### src/pkg/tsc_params.svh
// constants of the touch sampling configuration block
// Notes on behaviour
// four-bit oversample factor, valid 1 to 15
// oversample resets to 7; more samples, more power
// charge field times six clocks drives charge
// charge resets to 6000, 36000 clock charge
// adc bit: 0 single-ended, 1 differential, default
// four-bit settle field resets 3, wait before sampling
// mode: off, single, per frame, continuous default
// new settings apply from next measurement only; a write of mode off stops the running one at once
`ifndef TSC_PARAMS_SVH
`define TSC_PARAMS_SVH

`define TSC_ADDR_STATUS 32'h001024EC
`define TSC_ADDR_MODE 32'h001024F0
`define TSC_ADDR_ADC_MODE 32'h001024F4
`define TSC_ADDR_CHARGE 32'h001024F8
`define TSC_ADDR_SETTLE 32'h001024FC
`define TSC_ADDR_OVERSAMPLE 32'h00102500

`define TSC_RST_MODE 2'h3
`define TSC_RST_ADC_MODE 1'h1
`define TSC_RST_CHARGE 16'h1770
`define TSC_RST_SETTLE 4'h3
`define TSC_RST_OVERSAMPLE 4'h7

`define TSC_MODE_OFF 2'h0
`define TSC_MODE_SINGLE 2'h1
`define TSC_MODE_FRAME 2'h2
`define TSC_MODE_CONT 2'h3

`define TSC_CHARGE_UNIT 3'h6

`define TSC_RESP_OKAY 2'h0
`define TSC_RESP_SLVERR 2'h2

`endif

### src/pkg/tsc_pkg.sv
// types shared by the touch sampling configuration block
package tsc_pkg;

  typedef enum logic [1:0] {PH_IDLE, PH_CHARGE, PH_SETTLE, PH_SAMPLE} tsc_phase_t;

  typedef struct packed {
    logic adc_diff;
    logic [3:0] settle;
    logic [15:0] charge;
    logic [3:0] oversample;
  } tsc_cfg_t;

  // zero is not a usable count; it is treated as one
  function automatic logic [15:0] tsc_nonzero(input logic [15:0] v);
    return (v == 16'h0000) ? 16'h0001 : v;
  endfunction : tsc_nonzero

endpackage : tsc_pkg

### src/hdl/tsc_seq.sv
// touch measurement sequencer: charge, settle and sample phases
`timescale 1ns/1ps
`include "tsc_params.svh"
module tsc_seq (
  input wire logic clk,
  input wire logic reset,
  input wire logic start,
  input wire tsc_pkg::tsc_cfg_t cfg,
  output logic busy_q,
  output tsc_pkg::tsc_phase_t state_q,
  output logic panel_charge_q,
  output logic adc_sample_q,
  output logic adc_diff_q,
  output logic done_q
);
  tsc_pkg::tsc_phase_t state_d;
  tsc_pkg::tsc_cfg_t cfg_q;
  logic [15:0] cnt_q;
  logic [2:0] div_q;
  logic [3:0] left_q;
  logic [19:0] chg_len_q;
  logic [3:0] smp_cnt_q;

  always_comb
  begin
    state_d = state_q;
    case (state_q)
      tsc_pkg::PH_IDLE: if (start) state_d = tsc_pkg::PH_CHARGE;
      tsc_pkg::PH_CHARGE:
        if (div_q == `TSC_CHARGE_UNIT - 3'h1 && cnt_q == cfg_q.charge - 16'h0001)
          state_d = (cfg_q.settle == 4'h0) ? tsc_pkg::PH_SAMPLE : tsc_pkg::PH_SETTLE;
      tsc_pkg::PH_SETTLE:
        if (cnt_q == {12'h000, cfg_q.settle} - 16'h0001) state_d = tsc_pkg::PH_SAMPLE;
      tsc_pkg::PH_SAMPLE:
        state_d = (left_q == 4'h1) ? tsc_pkg::PH_IDLE : tsc_pkg::PH_CHARGE;
      default: state_d = tsc_pkg::PH_IDLE;
    endcase
  end

  always_ff @(posedge clk)
  begin
    if (reset)
    begin
      state_q <= tsc_pkg::PH_IDLE;
      busy_q <= 1'b0;
      panel_charge_q <= 1'b0;
      adc_sample_q <= 1'b0;
      done_q <= 1'b0;
    end
    else
    begin
      state_q <= state_d;
      busy_q <= (state_d != tsc_pkg::PH_IDLE);
      panel_charge_q <= (state_d == tsc_pkg::PH_CHARGE);
      adc_sample_q <= (state_d == tsc_pkg::PH_SAMPLE);
      done_q <= (state_q == tsc_pkg::PH_SAMPLE) && (left_q == 4'h1);
    end
  end

  // settings are snapshotted at start so a write mid-measurement cannot tear it
  always_ff @(posedge clk)
  begin
    if (reset)
    begin
      cfg_q <= '0;
      adc_diff_q <= 1'b0;
      left_q <= 4'h0;
    end
    else if (state_q == tsc_pkg::PH_IDLE && start)
    begin
      cfg_q.adc_diff <= cfg.adc_diff;
      cfg_q.settle <= cfg.settle;
      cfg_q.charge <= tsc_pkg::tsc_nonzero(cfg.charge);
      cfg_q.oversample <= 4'(tsc_pkg::tsc_nonzero({12'h000, cfg.oversample}));
      adc_diff_q <= cfg.adc_diff;
      left_q <= 4'(tsc_pkg::tsc_nonzero({12'h000, cfg.oversample}));
    end
    else if (state_q == tsc_pkg::PH_SAMPLE)
      left_q <= left_q - 4'h1;
  end

  always_ff @(posedge clk)
  begin
    if (reset || state_d != state_q || state_q == tsc_pkg::PH_IDLE)
    begin
      cnt_q <= 16'h0000;
      div_q <= 3'h0;
    end
    else if (state_q == tsc_pkg::PH_CHARGE)
    begin
      div_q <= (div_q == `TSC_CHARGE_UNIT - 3'h1) ? 3'h0 : div_q + 3'h1;
      if (div_q == `TSC_CHARGE_UNIT - 3'h1) cnt_q <= cnt_q + 16'h0001;
    end
    else
      cnt_q <= cnt_q + 16'h0001;
  end

  // helper counters read only by the checks below
  always_ff @(posedge clk)
  begin
    if (reset || !panel_charge_q) chg_len_q <= 20'h00000;
    else chg_len_q <= chg_len_q + 20'h00001;
    if (reset || (state_q == tsc_pkg::PH_IDLE && start)) smp_cnt_q <= 4'h0;
    else if (adc_sample_q) smp_cnt_q <= smp_cnt_q + 4'h1;
  end

  chk_charge_length: assert property (@(posedge clk) disable iff (reset)
    $fell(panel_charge_q) && !$past(reset) |-> chg_len_q == 20'(cfg_q.charge) * 20'h00006)
    else $error("charge phase length is not six clocks per unit");
  chk_settle_wait: assert property (@(posedge clk) disable iff (reset)
    (state_q == tsc_pkg::PH_SAMPLE && $past(state_q) == tsc_pkg::PH_SETTLE)
    |-> $past(cnt_q) == {12'h000, cfg_q.settle} - 16'h0001)
    else $error("settle wait does not match settle field");
  chk_sample_count: assert property (@(posedge clk) disable iff (reset)
    done_q |-> smp_cnt_q == cfg_q.oversample)
    else $error("sample count differs from oversample factor");
  chk_cfg_held: assert property (@(posedge clk) disable iff (reset)
    busy_q && $past(busy_q) |-> $stable(cfg_q) && $stable(adc_diff_q))
    else $error("settings changed during a measurement");
  chk_diff_follow: assert property (@(posedge clk) disable iff (reset)
    $rose(busy_q) |-> adc_diff_q == $past(cfg.adc_diff))
    else $error("adc mode differs from captured setting");
endmodule : tsc_seq

### src/hdl/tsc_top.sv
// touch sampling configuration registers with an axi4-lite slave
//
// The AXI4-Lite slave port was left to the implementer.
`timescale 1ns/1ps
`include "tsc_params.svh"
module tsc_top #(
  parameter int ADDR_W = 32
) (
  input wire logic clk,
  input wire logic reset,
  input wire logic [ADDR_W-1:0] s_axi_awaddr,
  input wire logic s_axi_awvalid,
  output logic s_axi_awready,
  input wire logic [31:0] s_axi_wdata,
  input wire logic [3:0] s_axi_wstrb,
  input wire logic s_axi_wvalid,
  output logic s_axi_wready,
  output logic [1:0] s_axi_bresp,
  output logic s_axi_bvalid,
  input wire logic s_axi_bready,
  input wire logic [ADDR_W-1:0] s_axi_araddr,
  input wire logic s_axi_arvalid,
  output logic s_axi_arready,
  output logic [31:0] s_axi_rdata,
  output logic [1:0] s_axi_rresp,
  output logic s_axi_rvalid,
  input wire logic s_axi_rready,
  input wire logic frame_tick,
  output logic panel_charge,
  output logic adc_sample,
  output logic adc_diff,
  output logic meas_done,
  output logic touch_busy
);
  logic [ADDR_W-1:0] awaddr_q;
  logic [31:0] wdata_q;
  logic [3:0] wstrb_q;
  logic aw_held_q;
  logic w_held_q;
  logic wr_fire;
  logic wr_hit;
  logic [31:0] rd_data;
  logic rd_hit;
  logic [1:0] mode_q;
  logic adc_diff_q;
  logic [15:0] charge_q;
  logic [3:0] settle_q;
  logic [3:0] oversample_q;
  logic single_pend_q;
  logic [7:0] meas_cnt_q;
  logic start;
  logic seq_reset;
  logic [31:0] wr_old;
  logic [31:0] wr_new;
  tsc_pkg::tsc_cfg_t cfg;
  tsc_pkg::tsc_phase_t phase;

  function automatic logic [31:0] merge(input logic [31:0] old, input logic [31:0] data,
                                        input logic [3:0] strb);
    logic [31:0] r;
    r = old;
    for (int i = 0; i < 4; i++)
      if (strb[i]) r[8*i +: 8] = data[8*i +: 8];
    return r;
  endfunction : merge

  // address and data may arrive in either order; each is parked until both are here
  always_ff @(posedge clk)
  begin
    if (reset)
    begin
      s_axi_awready <= 1'b1;
      s_axi_wready <= 1'b1;
      aw_held_q <= 1'b0;
      w_held_q <= 1'b0;
      awaddr_q <= '0;
      wdata_q <= 32'h00000000;
      wstrb_q <= 4'h0;
      s_axi_bvalid <= 1'b0;
      s_axi_bresp <= `TSC_RESP_OKAY;
    end
    else
    begin
      if (s_axi_awvalid && s_axi_awready)
      begin
        awaddr_q <= s_axi_awaddr;
        aw_held_q <= 1'b1;
        s_axi_awready <= 1'b0;
      end
      if (s_axi_wvalid && s_axi_wready)
      begin
        wdata_q <= s_axi_wdata;
        wstrb_q <= s_axi_wstrb;
        w_held_q <= 1'b1;
        s_axi_wready <= 1'b0;
      end
      if (wr_fire)
      begin
        aw_held_q <= 1'b0;
        w_held_q <= 1'b0;
        s_axi_bvalid <= 1'b1;
        s_axi_bresp <= wr_hit ? `TSC_RESP_OKAY : `TSC_RESP_SLVERR;
      end
      else if (s_axi_bvalid && s_axi_bready)
      begin
        s_axi_bvalid <= 1'b0;
        s_axi_awready <= 1'b1;
        s_axi_wready <= 1'b1;
      end
    end
  end

  assign wr_fire = aw_held_q && w_held_q && !s_axi_bvalid;

  always_comb
  begin
    case (awaddr_q)
      ADDR_W'(`TSC_ADDR_STATUS), ADDR_W'(`TSC_ADDR_MODE), ADDR_W'(`TSC_ADDR_ADC_MODE),
      ADDR_W'(`TSC_ADDR_CHARGE), ADDR_W'(`TSC_ADDR_SETTLE),
      ADDR_W'(`TSC_ADDR_OVERSAMPLE): wr_hit = 1'b1;
      default: wr_hit = 1'b0;
    endcase
  end

  // old contents of the addressed register, so bytes without a strobe keep their value
  always_comb
  begin
    case (awaddr_q)
      ADDR_W'(`TSC_ADDR_MODE): wr_old = {30'h0, mode_q};
      ADDR_W'(`TSC_ADDR_ADC_MODE): wr_old = {31'h0, adc_diff_q};
      ADDR_W'(`TSC_ADDR_CHARGE): wr_old = {16'h0000, charge_q};
      ADDR_W'(`TSC_ADDR_SETTLE): wr_old = {28'h0, settle_q};
      ADDR_W'(`TSC_ADDR_OVERSAMPLE): wr_old = {28'h0, oversample_q};
      default: wr_old = 32'h00000000;
    endcase
    wr_new = merge(wr_old, wdata_q, wstrb_q);
  end

  always_ff @(posedge clk)
  begin
    if (reset)
    begin
      mode_q <= `TSC_RST_MODE;
      adc_diff_q <= `TSC_RST_ADC_MODE;
      charge_q <= `TSC_RST_CHARGE;
      settle_q <= `TSC_RST_SETTLE;
      oversample_q <= `TSC_RST_OVERSAMPLE;
    end
    else if (wr_fire)
    begin
      case (awaddr_q)
        ADDR_W'(`TSC_ADDR_MODE): mode_q <= wr_new[1:0];
        ADDR_W'(`TSC_ADDR_ADC_MODE): adc_diff_q <= wr_new[0];
        ADDR_W'(`TSC_ADDR_CHARGE): charge_q <= wr_new[15:0];
        ADDR_W'(`TSC_ADDR_SETTLE): settle_q <= wr_new[3:0];
        ADDR_W'(`TSC_ADDR_OVERSAMPLE): oversample_q <= wr_new[3:0];
        default: ;
      endcase
    end
  end

  // a single request written in the cycle it is consumed is kept: set beats clear
  always_ff @(posedge clk)
  begin
    if (reset)
      single_pend_q <= 1'b0;
    else if (wr_fire && awaddr_q == ADDR_W'(`TSC_ADDR_MODE) && wstrb_q[0]
             && wdata_q[1:0] == `TSC_MODE_SINGLE)
      single_pend_q <= 1'b1;
    else if (start && mode_q == `TSC_MODE_SINGLE)
      single_pend_q <= 1'b0;
  end

  // frame ticks that land during a measurement are dropped, not queued
  always_comb
  begin
    case (mode_q)
      `TSC_MODE_SINGLE: start = !touch_busy && single_pend_q;
      `TSC_MODE_FRAME: start = !touch_busy && frame_tick;
      `TSC_MODE_CONT: start = !touch_busy;
      default: start = 1'b0;
    endcase
  end

  // off halts a running measurement at once; the other settings wait for the next start
  assign seq_reset = reset || (mode_q == `TSC_MODE_OFF);

  assign cfg = '{adc_diff: adc_diff_q, settle: settle_q, charge: charge_q,
                 oversample: oversample_q};

  tsc_seq u_seq (
    .clk(clk),
    .reset(seq_reset),
    .start(start),
    .cfg(cfg),
    .busy_q(touch_busy),
    .state_q(phase),
    .panel_charge_q(panel_charge),
    .adc_sample_q(adc_sample),
    .adc_diff_q(adc_diff),
    .done_q(meas_done)
  );

  always_ff @(posedge clk)
  begin
    if (reset) meas_cnt_q <= 8'h00;
    else if (meas_done) meas_cnt_q <= meas_cnt_q + 8'h01;
  end

  always_comb
  begin
    rd_hit = 1'b1;
    case (s_axi_araddr)
      ADDR_W'(`TSC_ADDR_STATUS): rd_data = {16'h0000, meas_cnt_q, 5'h00, phase, touch_busy};
      ADDR_W'(`TSC_ADDR_MODE): rd_data = {30'h0, mode_q};
      ADDR_W'(`TSC_ADDR_ADC_MODE): rd_data = {31'h0, adc_diff_q};
      ADDR_W'(`TSC_ADDR_CHARGE): rd_data = {16'h0000, charge_q};
      ADDR_W'(`TSC_ADDR_SETTLE): rd_data = {28'h0, settle_q};
      ADDR_W'(`TSC_ADDR_OVERSAMPLE): rd_data = {28'h0, oversample_q};
      default:
      begin
        rd_data = 32'h00000000;
        rd_hit = 1'b0;
      end
    endcase
  end

  always_ff @(posedge clk)
  begin
    if (reset)
    begin
      s_axi_arready <= 1'b1;
      s_axi_rvalid <= 1'b0;
      s_axi_rdata <= 32'h00000000;
      s_axi_rresp <= `TSC_RESP_OKAY;
    end
    else if (s_axi_arvalid && s_axi_arready)
    begin
      s_axi_arready <= 1'b0;
      s_axi_rvalid <= 1'b1;
      s_axi_rdata <= rd_data;
      s_axi_rresp <= rd_hit ? `TSC_RESP_OKAY : `TSC_RESP_SLVERR;
    end
    else if (s_axi_rvalid && s_axi_rready)
    begin
      s_axi_rvalid <= 1'b0;
      s_axi_arready <= 1'b1;
    end
  end

  chk_reset_defaults: assert property (@(posedge clk) disable iff (reset)
    $past(reset) |-> oversample_q == 4'h7 && charge_q == 16'h1770 && settle_q == 4'h3
      && adc_diff_q && mode_q == 2'h3)
    else $error("register defaults wrong after reset");
  chk_first_charge: assert property (@(posedge clk) disable iff (reset)
    $past(reset) |-> ##1 panel_charge [*8])
    else $error("default charge phase did not start at once");
  chk_mode_off: assert property (@(posedge clk) disable iff (reset)
    mode_q == 2'h0 |=> !touch_busy && !adc_sample)
    else $error("sampling started while mode is off");
  chk_cont_restart: assert property (@(posedge clk) disable iff (reset)
    mode_q == 2'h3 && !touch_busy |=> touch_busy)
    else $error("continuous mode did not restart");
  chk_write_resp: assert property (@(posedge clk) disable iff (reset)
    aw_held_q && w_held_q && !s_axi_bvalid |=> s_axi_bvalid && !aw_held_q)
    else $error("write response not raised after address and data");
endmodule : tsc_top

### config.mk
export PLATFORM = sky130hd
export DESIGN_NAME = tsc_top
export DESIGN_NICKNAME = d
export VERILOG_FILES = /design/src/pkg/tsc_pkg.sv /design/src/hdl/tsc_seq.sv /design/src/hdl/tsc_top.sv
export VERILOG_INCLUDE_DIRS = /design/src /design/src/pkg
export SDC_FILE = /design/constraint.sdc
export NUM_CORES = 1
export LEC_CHECK = 0
export BUFFER_PORTS_ARGS = -buffer_cell sky130_fd_sc_hd__buf_2
export CORE_MARGIN = 5
export CORE_UTILIZATION = 55
export DETAILED_ROUTE_END_ITERATION = 8
export PLACE_DENSITY = 0.79
export SYNTH_ARGS = -nofsm -noshare
export SYNTH_HDL_FRONTEND = slang
export SYNTH_HIERARCHICAL = 1
export SYNTH_SLANG_ARGS = --single-unit
### constraint.sdc
create_clock -name clk -period 2.7 [get_ports clk]
set_input_delay 0.135 -clock clk [delete_from_list [all_inputs] [get_ports clk]]
set_output_delay 0.135 -clock clk [all_outputs]
set_load 0.02 [all_outputs]
=== After elaboration in Yosys (flattened, before gate mapping) ===
Cells that the tools add are included.

* Bits in registers: 179
* Bits of input ports: 108
* Output and inout port bits: 46
* Logic and storage cells: 145

* Add/subtract/negate cells: 6
* Eq/ne operators: 29
* Muxes and demuxes: 36
* Reduce and logical (&&, ||, !) cells: 41

{| class="wikitable"
|+ Operators with widths
! kind !! count
|-
| equality test 32 x 21 -> 1 bit, second input constant || 12
|-
| case mux 16 bit (6 select lines) || 1
|-
| case mux 16 bit (4 select lines) || 1
|-
| 2-to-1 mux 16 bit || 3
|-
| equality test 16 bit || 2
|-
| 2-to-1 mux 1 bit || 18
|-
| adder 16 x 1 -> 16 bit, second input constant || 1
|-
| logical AND 1 bit || 16
|-
| logical NOT 16 bit || 1
|-
| 2-to-1 mux 8 bit || 2
|-
| subtractor 16 x 1 -> 16 bit, second input constant || 1
|-
| 2-to-1 mux 4 bit || 3
|-
| OR reduction 6 bit || 2
|-
| equality test 2 bit, second input constant || 5
|-
| 2-to-1 mux 2 bit || 5
|-
| AND reduction 2 bit || 5
|-
| nonzero test 2 bit || 5
|-
| adder 8 x 1 -> 8 bit, second input constant || 1
|-
| equality test 2 x 1 -> 1 bit, second input constant || 4
|-
| logical NOT 4 bit || 2
|-
| case mux 2 bit (4 select lines) || 1
|-
| AND reduction 3 bit || 2
|-
| subtractor 4 x 1 -> 5 bit, second input constant || 1
|-
| equality test 4 x 1 -> 1 bit, second input constant || 1
|-
| 12 further kinds || 17
|}

=== Longest topological paths before layout ===
* Depth after elaboration: 8
* Gate-level depth with buffers: 11
* Mapped depth without buffers: 10

=== By module ===
Netlist, hierarchy kept.

{| class="wikitable"
|+ Modules (own cells, without submodules)
! module !! instances !! cells an instance !! area an instance (µm²) !! seq. area each (µm²)
|-
| tsc_top || 1 || 620 || 5,109.9 || 2,222.1
|-
| tsc_seq || 1 || 372 || 2,979.1 || 1,001.0
|}

=== Worst setup path after synthesis ===
No wires, ideal clock.

* Path kind: register to register
* Start: register u_seq/cfg_q[4] in the netlist's numbering
* End: register u_seq.cnt_q[0]
* Library setup time: 0.139 ns
* Data arrival time: 2.193 ns
* Data required time: 2.561 ns
* Slack: 0.369 ns
* Stages on the path, launching flop included: 11
* Buffers on the path: 1
* Period minus slack after synthesis: 2.331 ns
* Cells stage by stage: dfxtp_1 inv_1 ha_1 nor3b_2 nand3_1 xnor2_1 nor4_1 nand3_2 o31ai_4 buf_6 a211oi_1

* Cells in the longest elaborated chain, start to end: 8

{| class="wikitable"
|+ Ends and longest elaborated chain
! what !! line !! RTL
|-
| start: declaration || tsc_seq.sv:17 || <nowiki>tsc_pkg::tsc_cfg_t cfg_q;</nowiki>
|-
| subtractor 16 x 1 -> 16 bit || tsc_seq.sv:30 || <nowiki>if (div_q == `TSC_CHARGE_UNIT - 3'h1 && cnt_q == cfg_q.charge - 16'h0001)</nowiki>
|-
| equality test 16 bit || tsc_seq.sv:30 ||
|-
| logical AND 1 bit || tsc_seq.sv:30 ||
|-
| 2-to-1 mux 2 bit || tsc_seq.sv:30 ||
|-
| case mux 2 bit (4 select lines) || tsc_seq.sv:27 || <nowiki>case (state_q)</nowiki>
|-
| inequality test 2 bit || tsc_seq.sv:84 || <nowiki>if (reset || state_d != state_q || state_q == tsc_pkg::PH_IDLE)</nowiki>
|-
| logical OR 1 bit (2 in series) || tsc_seq.sv:84 ||
|-
| end signal: assignment || tsc_seq.sv:92 || <nowiki>if (div_q == `TSC_CHARGE_UNIT - 3'h1) cnt_q <= cnt_q + 16'h0001;</nowiki>
|-
| end signal: assignment || tsc_seq.sv:95 || <nowiki>cnt_q <= cnt_q + 16'h0001;</nowiki>
|-
| end: declaration || tsc_seq.sv:18 || <nowiki>logic [15:0] cnt_q;</nowiki>
|}

No other way between the ends.
A chain may end at the register's enable or synchronous reset.

=== Worst setup path in the final report ===
* Start: register u_seq/cfg_q[4] in the netlist's numbering
* End: register u_seq.cnt_q[10]

Same word-level chain as after synthesis.

==> flow_summary.json <==
{
  "totalWireLength_um": 22000,
  "path_max_fanout": 10,
  "initial_core_util": 0.559,
  "required_ns": 3.02,
  "grt_usage": 0.243,
  "core_mm2": 0.0145,
  "cp_slowest_cell": "dfxtp_1",
  "crit_buf_inv": 3,
  "fin_crit_sh": 0.957,
  "cts-htree-levels": 4,
  "first_pass_iters": 5,
  "antenna_found_initial": 2,
  "dieArea_mm2": 0.0172,
  "setup_viol_count_final": 0,
  "hpwl_um": 14800,
  "cts_root_buf": "clkbuf_16",
  "path_cells": "inv_1, ha_4, nor3b_4, nand4_1, xnor2_1, mux2i_1, a21oi_2, o31ai_4, buf_6, buf_12, a211oi_1",
  "max-cap-violations": 0,
  "first_iter_violations": 634,
  "netlist_area_mm2": 0.00809,
  "synthArstFlopShare": 0,
  "path_clk_slew_ns": 0.07,
  "synth-adder-area-share": 0.0170,
  "nets": 1256,
  "ys_types": 81,
  "yosysWarnings": 6,
  "critical_path.max_stage_delay_ns": 0.35,
  "insertion_delay_ns": 0.43,
  "tightest_slew_ns": 1.05,
  "post_drt_wl_per_cell_um": 16.5,
  "via_count": 7842,
  "synth-edff-count": 0,
  "hold_viol": 0,
  "syn_area_per_cell_um2": 8.15,
  "die_x_um": 131,
  "io_pins": 154,
  "synth.area.mux_share": 0.0195,
  "synth_top_family_by_area": "simple AND/OR/NAND/NOR gates",
  "final_common_cell": "nand2_1",
  "power.leakage_nw": 3.82,
  "crit_family": "compound AO/OA/AOI/OAI gates",
  "ys_seq_area_frac": 0.398,
  "finalPower_mw": 5.80,
  "die_h_um": 131,
  "final-instance-count-excl-fill": 1334,
  "cts_max_path_buffers": 2,
  "layout_common_cells": "178 x nand2_1, 161 x dfxtp_1, 117 x buf_2",
  "ys_ff_latch": 161,
  "post-place-cells": 1242,
  "outcome": "complete, no violations",
  "num_antenna_cells": 0,
  "gp_congestion": 0.910,
  "synth_top_cell_area_share": 0.398,
  "synth_compound_area_frac": 0.196,
  "ys_top_cells_by_area": "dfxtp_1 40%, nand2_1 8.3%, a21oi_1 7.1%, xnor2_1 2.8%, xor2_1 2.4%",
  "timing.final.crit_period_ns": 2.58,
  "port_buffers": 117,
  "postSynthCellCount": 992,
  "yosys.area.top_type": "dfxtp_1",
  "cp-start-kind": "register",
  "cts.sinks": 161,
  "cts_tree": "yes",
  "worstHoldPathType": "input port to register",
  "end_kind": "register",
  "rows": 44,
  "ir_drop_v": 0.000466,
  "cp_data_arrival_time_ns": 2.91,
  "synth_ff_type": "dfxtp_1",
  "vias_per_cell": 5.88,
  "max_freq_ghz": 0.387,
  "critPathKind": "register to register",
  "grt_pass1_wl_um": 35100,
  "grt_pass1_vias": 7089,
  "layout-drive-gt1-share": 0.184,
  "cts_made_buffers": 17,
  "slew_viol_final": 0,
  "slew_headroom": 0.295,
  "power_density_mw_per_mm2": 585,
  "final_antenna_net_count": 0,
  "grt_start_max_net_pins": 58,
  "synth_xor_area_frac": 0.0520,
  "synth-simple-area-share": 0.254,
  "syn2layout_area_growth_pct": 22.7,
  "grt-ovfl-total": 0,
  "clock_skew_ns": 0.00729,
  "drc": 0
}
-- per-layer routing --
layer	up-vias	part of all wire	GRT usage
met5	-	0.0013	0
met4	4	0.028	0.0783
met3	63	0.061	0.0593
met2	294	0.50	0.414
met1	3672	0.41	0.303
li1	3809	-	-
-- worst min-delay path: stages --
cell     delay, ns
buf_2         0.08
and2_1        0.18
o21ai_0       0.10
-- flip-flops by register name (all words and copies together), names as in the netlist, 2 cells and up --
| name | cells |
|---|---|
| awaddr_q | 32 |
| u_seq/cfg_q | 20 |
| charge_q | 16 |
| s_axi_rdata | 16 |
| u_seq/cnt_q | 16 |
| wdata_q | 16 |
| meas_cnt_q | 8 |
| oversample_q | 4 |
| settle_q | 4 |
| u_seq/left_q | 4 |
| u_seq/div_q | 3 |
| mode_q | 2 |
| u_seq/state_q | 2 |
| wstrb_q | 2 |
-- synthesized netlist by cell type, drive strengths merged (10+ instances only) --
cell type / number
a211oi: 24
a21oi: 116
a22o: 11
buf: 40
clkbuf: 47
dfxtp: 161
ha: 11
inv: 20
nand2: 178
nand3: 34
nand4: 18
nor2: 48
nor3: 28
nor4: 27
nor4b: 10
o21ai: 37
xnor2: 26
xor2: 22
-- stage by stage --
stage	hold WS [ns]	util	setup WS, ns	area [um2]	TNS [ns]
floorplan	0.235	-	0.369	8150	0
global placement	0.342	0.600	0.149	8690	0
detailed placement	0.350	0.600	0.0486	8690	0
CTS	0.104	0.679	0.0315	9830	0
global route	0.137	0.685	-0.0192	9920	-0.0192
finish	0.114	0.685	0.116	9920	0
-- final timing paths --
| path | start | slack [ns] | depth (start not counted) | endpoint |
|---|---|---|---|---|
| setup reg to reg | u_seq/cfg_q[4]$_SDFFE_PP0P_ | 0.12 | 11 | u_seq/cnt_q[10]$_SDFFE_PP0P_ |
| hold reg to reg | s_axi_rdata[1]$_SDFFE_PP0P_ | 0.45 | 2 | s_axi_rdata[1]$_SDFFE_PP0P_ |
| setup / recovery | u_seq/cfg_q[4]$_SDFFE_PP0P_ | 0.12 | 11 | u_seq/cnt_q[10]$_SDFFE_PP0P_ |
| hold / removal | s_axi_arvalid | 0.11 | 3 | s_axi_arready$_SDFFE_PP1P_ |
-- timing repair --
action,in CTS,in global routing
endpoints found under the hold margin,54,0
endpoints found under the setup margin,0,23
gates resized for setup,0,8
hold buffers,56,0
setup buffers,0,2
-- logic make-up (layout without fill, tap and decap cells) --
group	count (synthesis)	count (layout)
AO/OA/AOI/OAI	250	250
XOR/XNOR	48	48
adder cells (fa/ha/maj)	11	11
buffers and inverters	107	248
flip-flops	161	161
multiplexers	14	14
other	1	18
AND/OR/NAND/NOR	400	400
-- report_power, final --
part / switching, mW / total, mW / internal [mW]
sequential: 0.116 / 2.59 / 2.47
combinational: 0.510 / 0.910 / 0.400
clock: 1.01 / 2.30 / 1.30
-- final cells by class --
type	instances	area, um2
clock buffers	21	480
clock inverters	11	91.3
fillers	1158	4560
inverters	20	75.1
multi-input cells	741	4470
flip-flops and latches	161	3220
well taps	184	230
repair buffers	196	1360
Note: power is estimated with default switching activity, not from simulation.
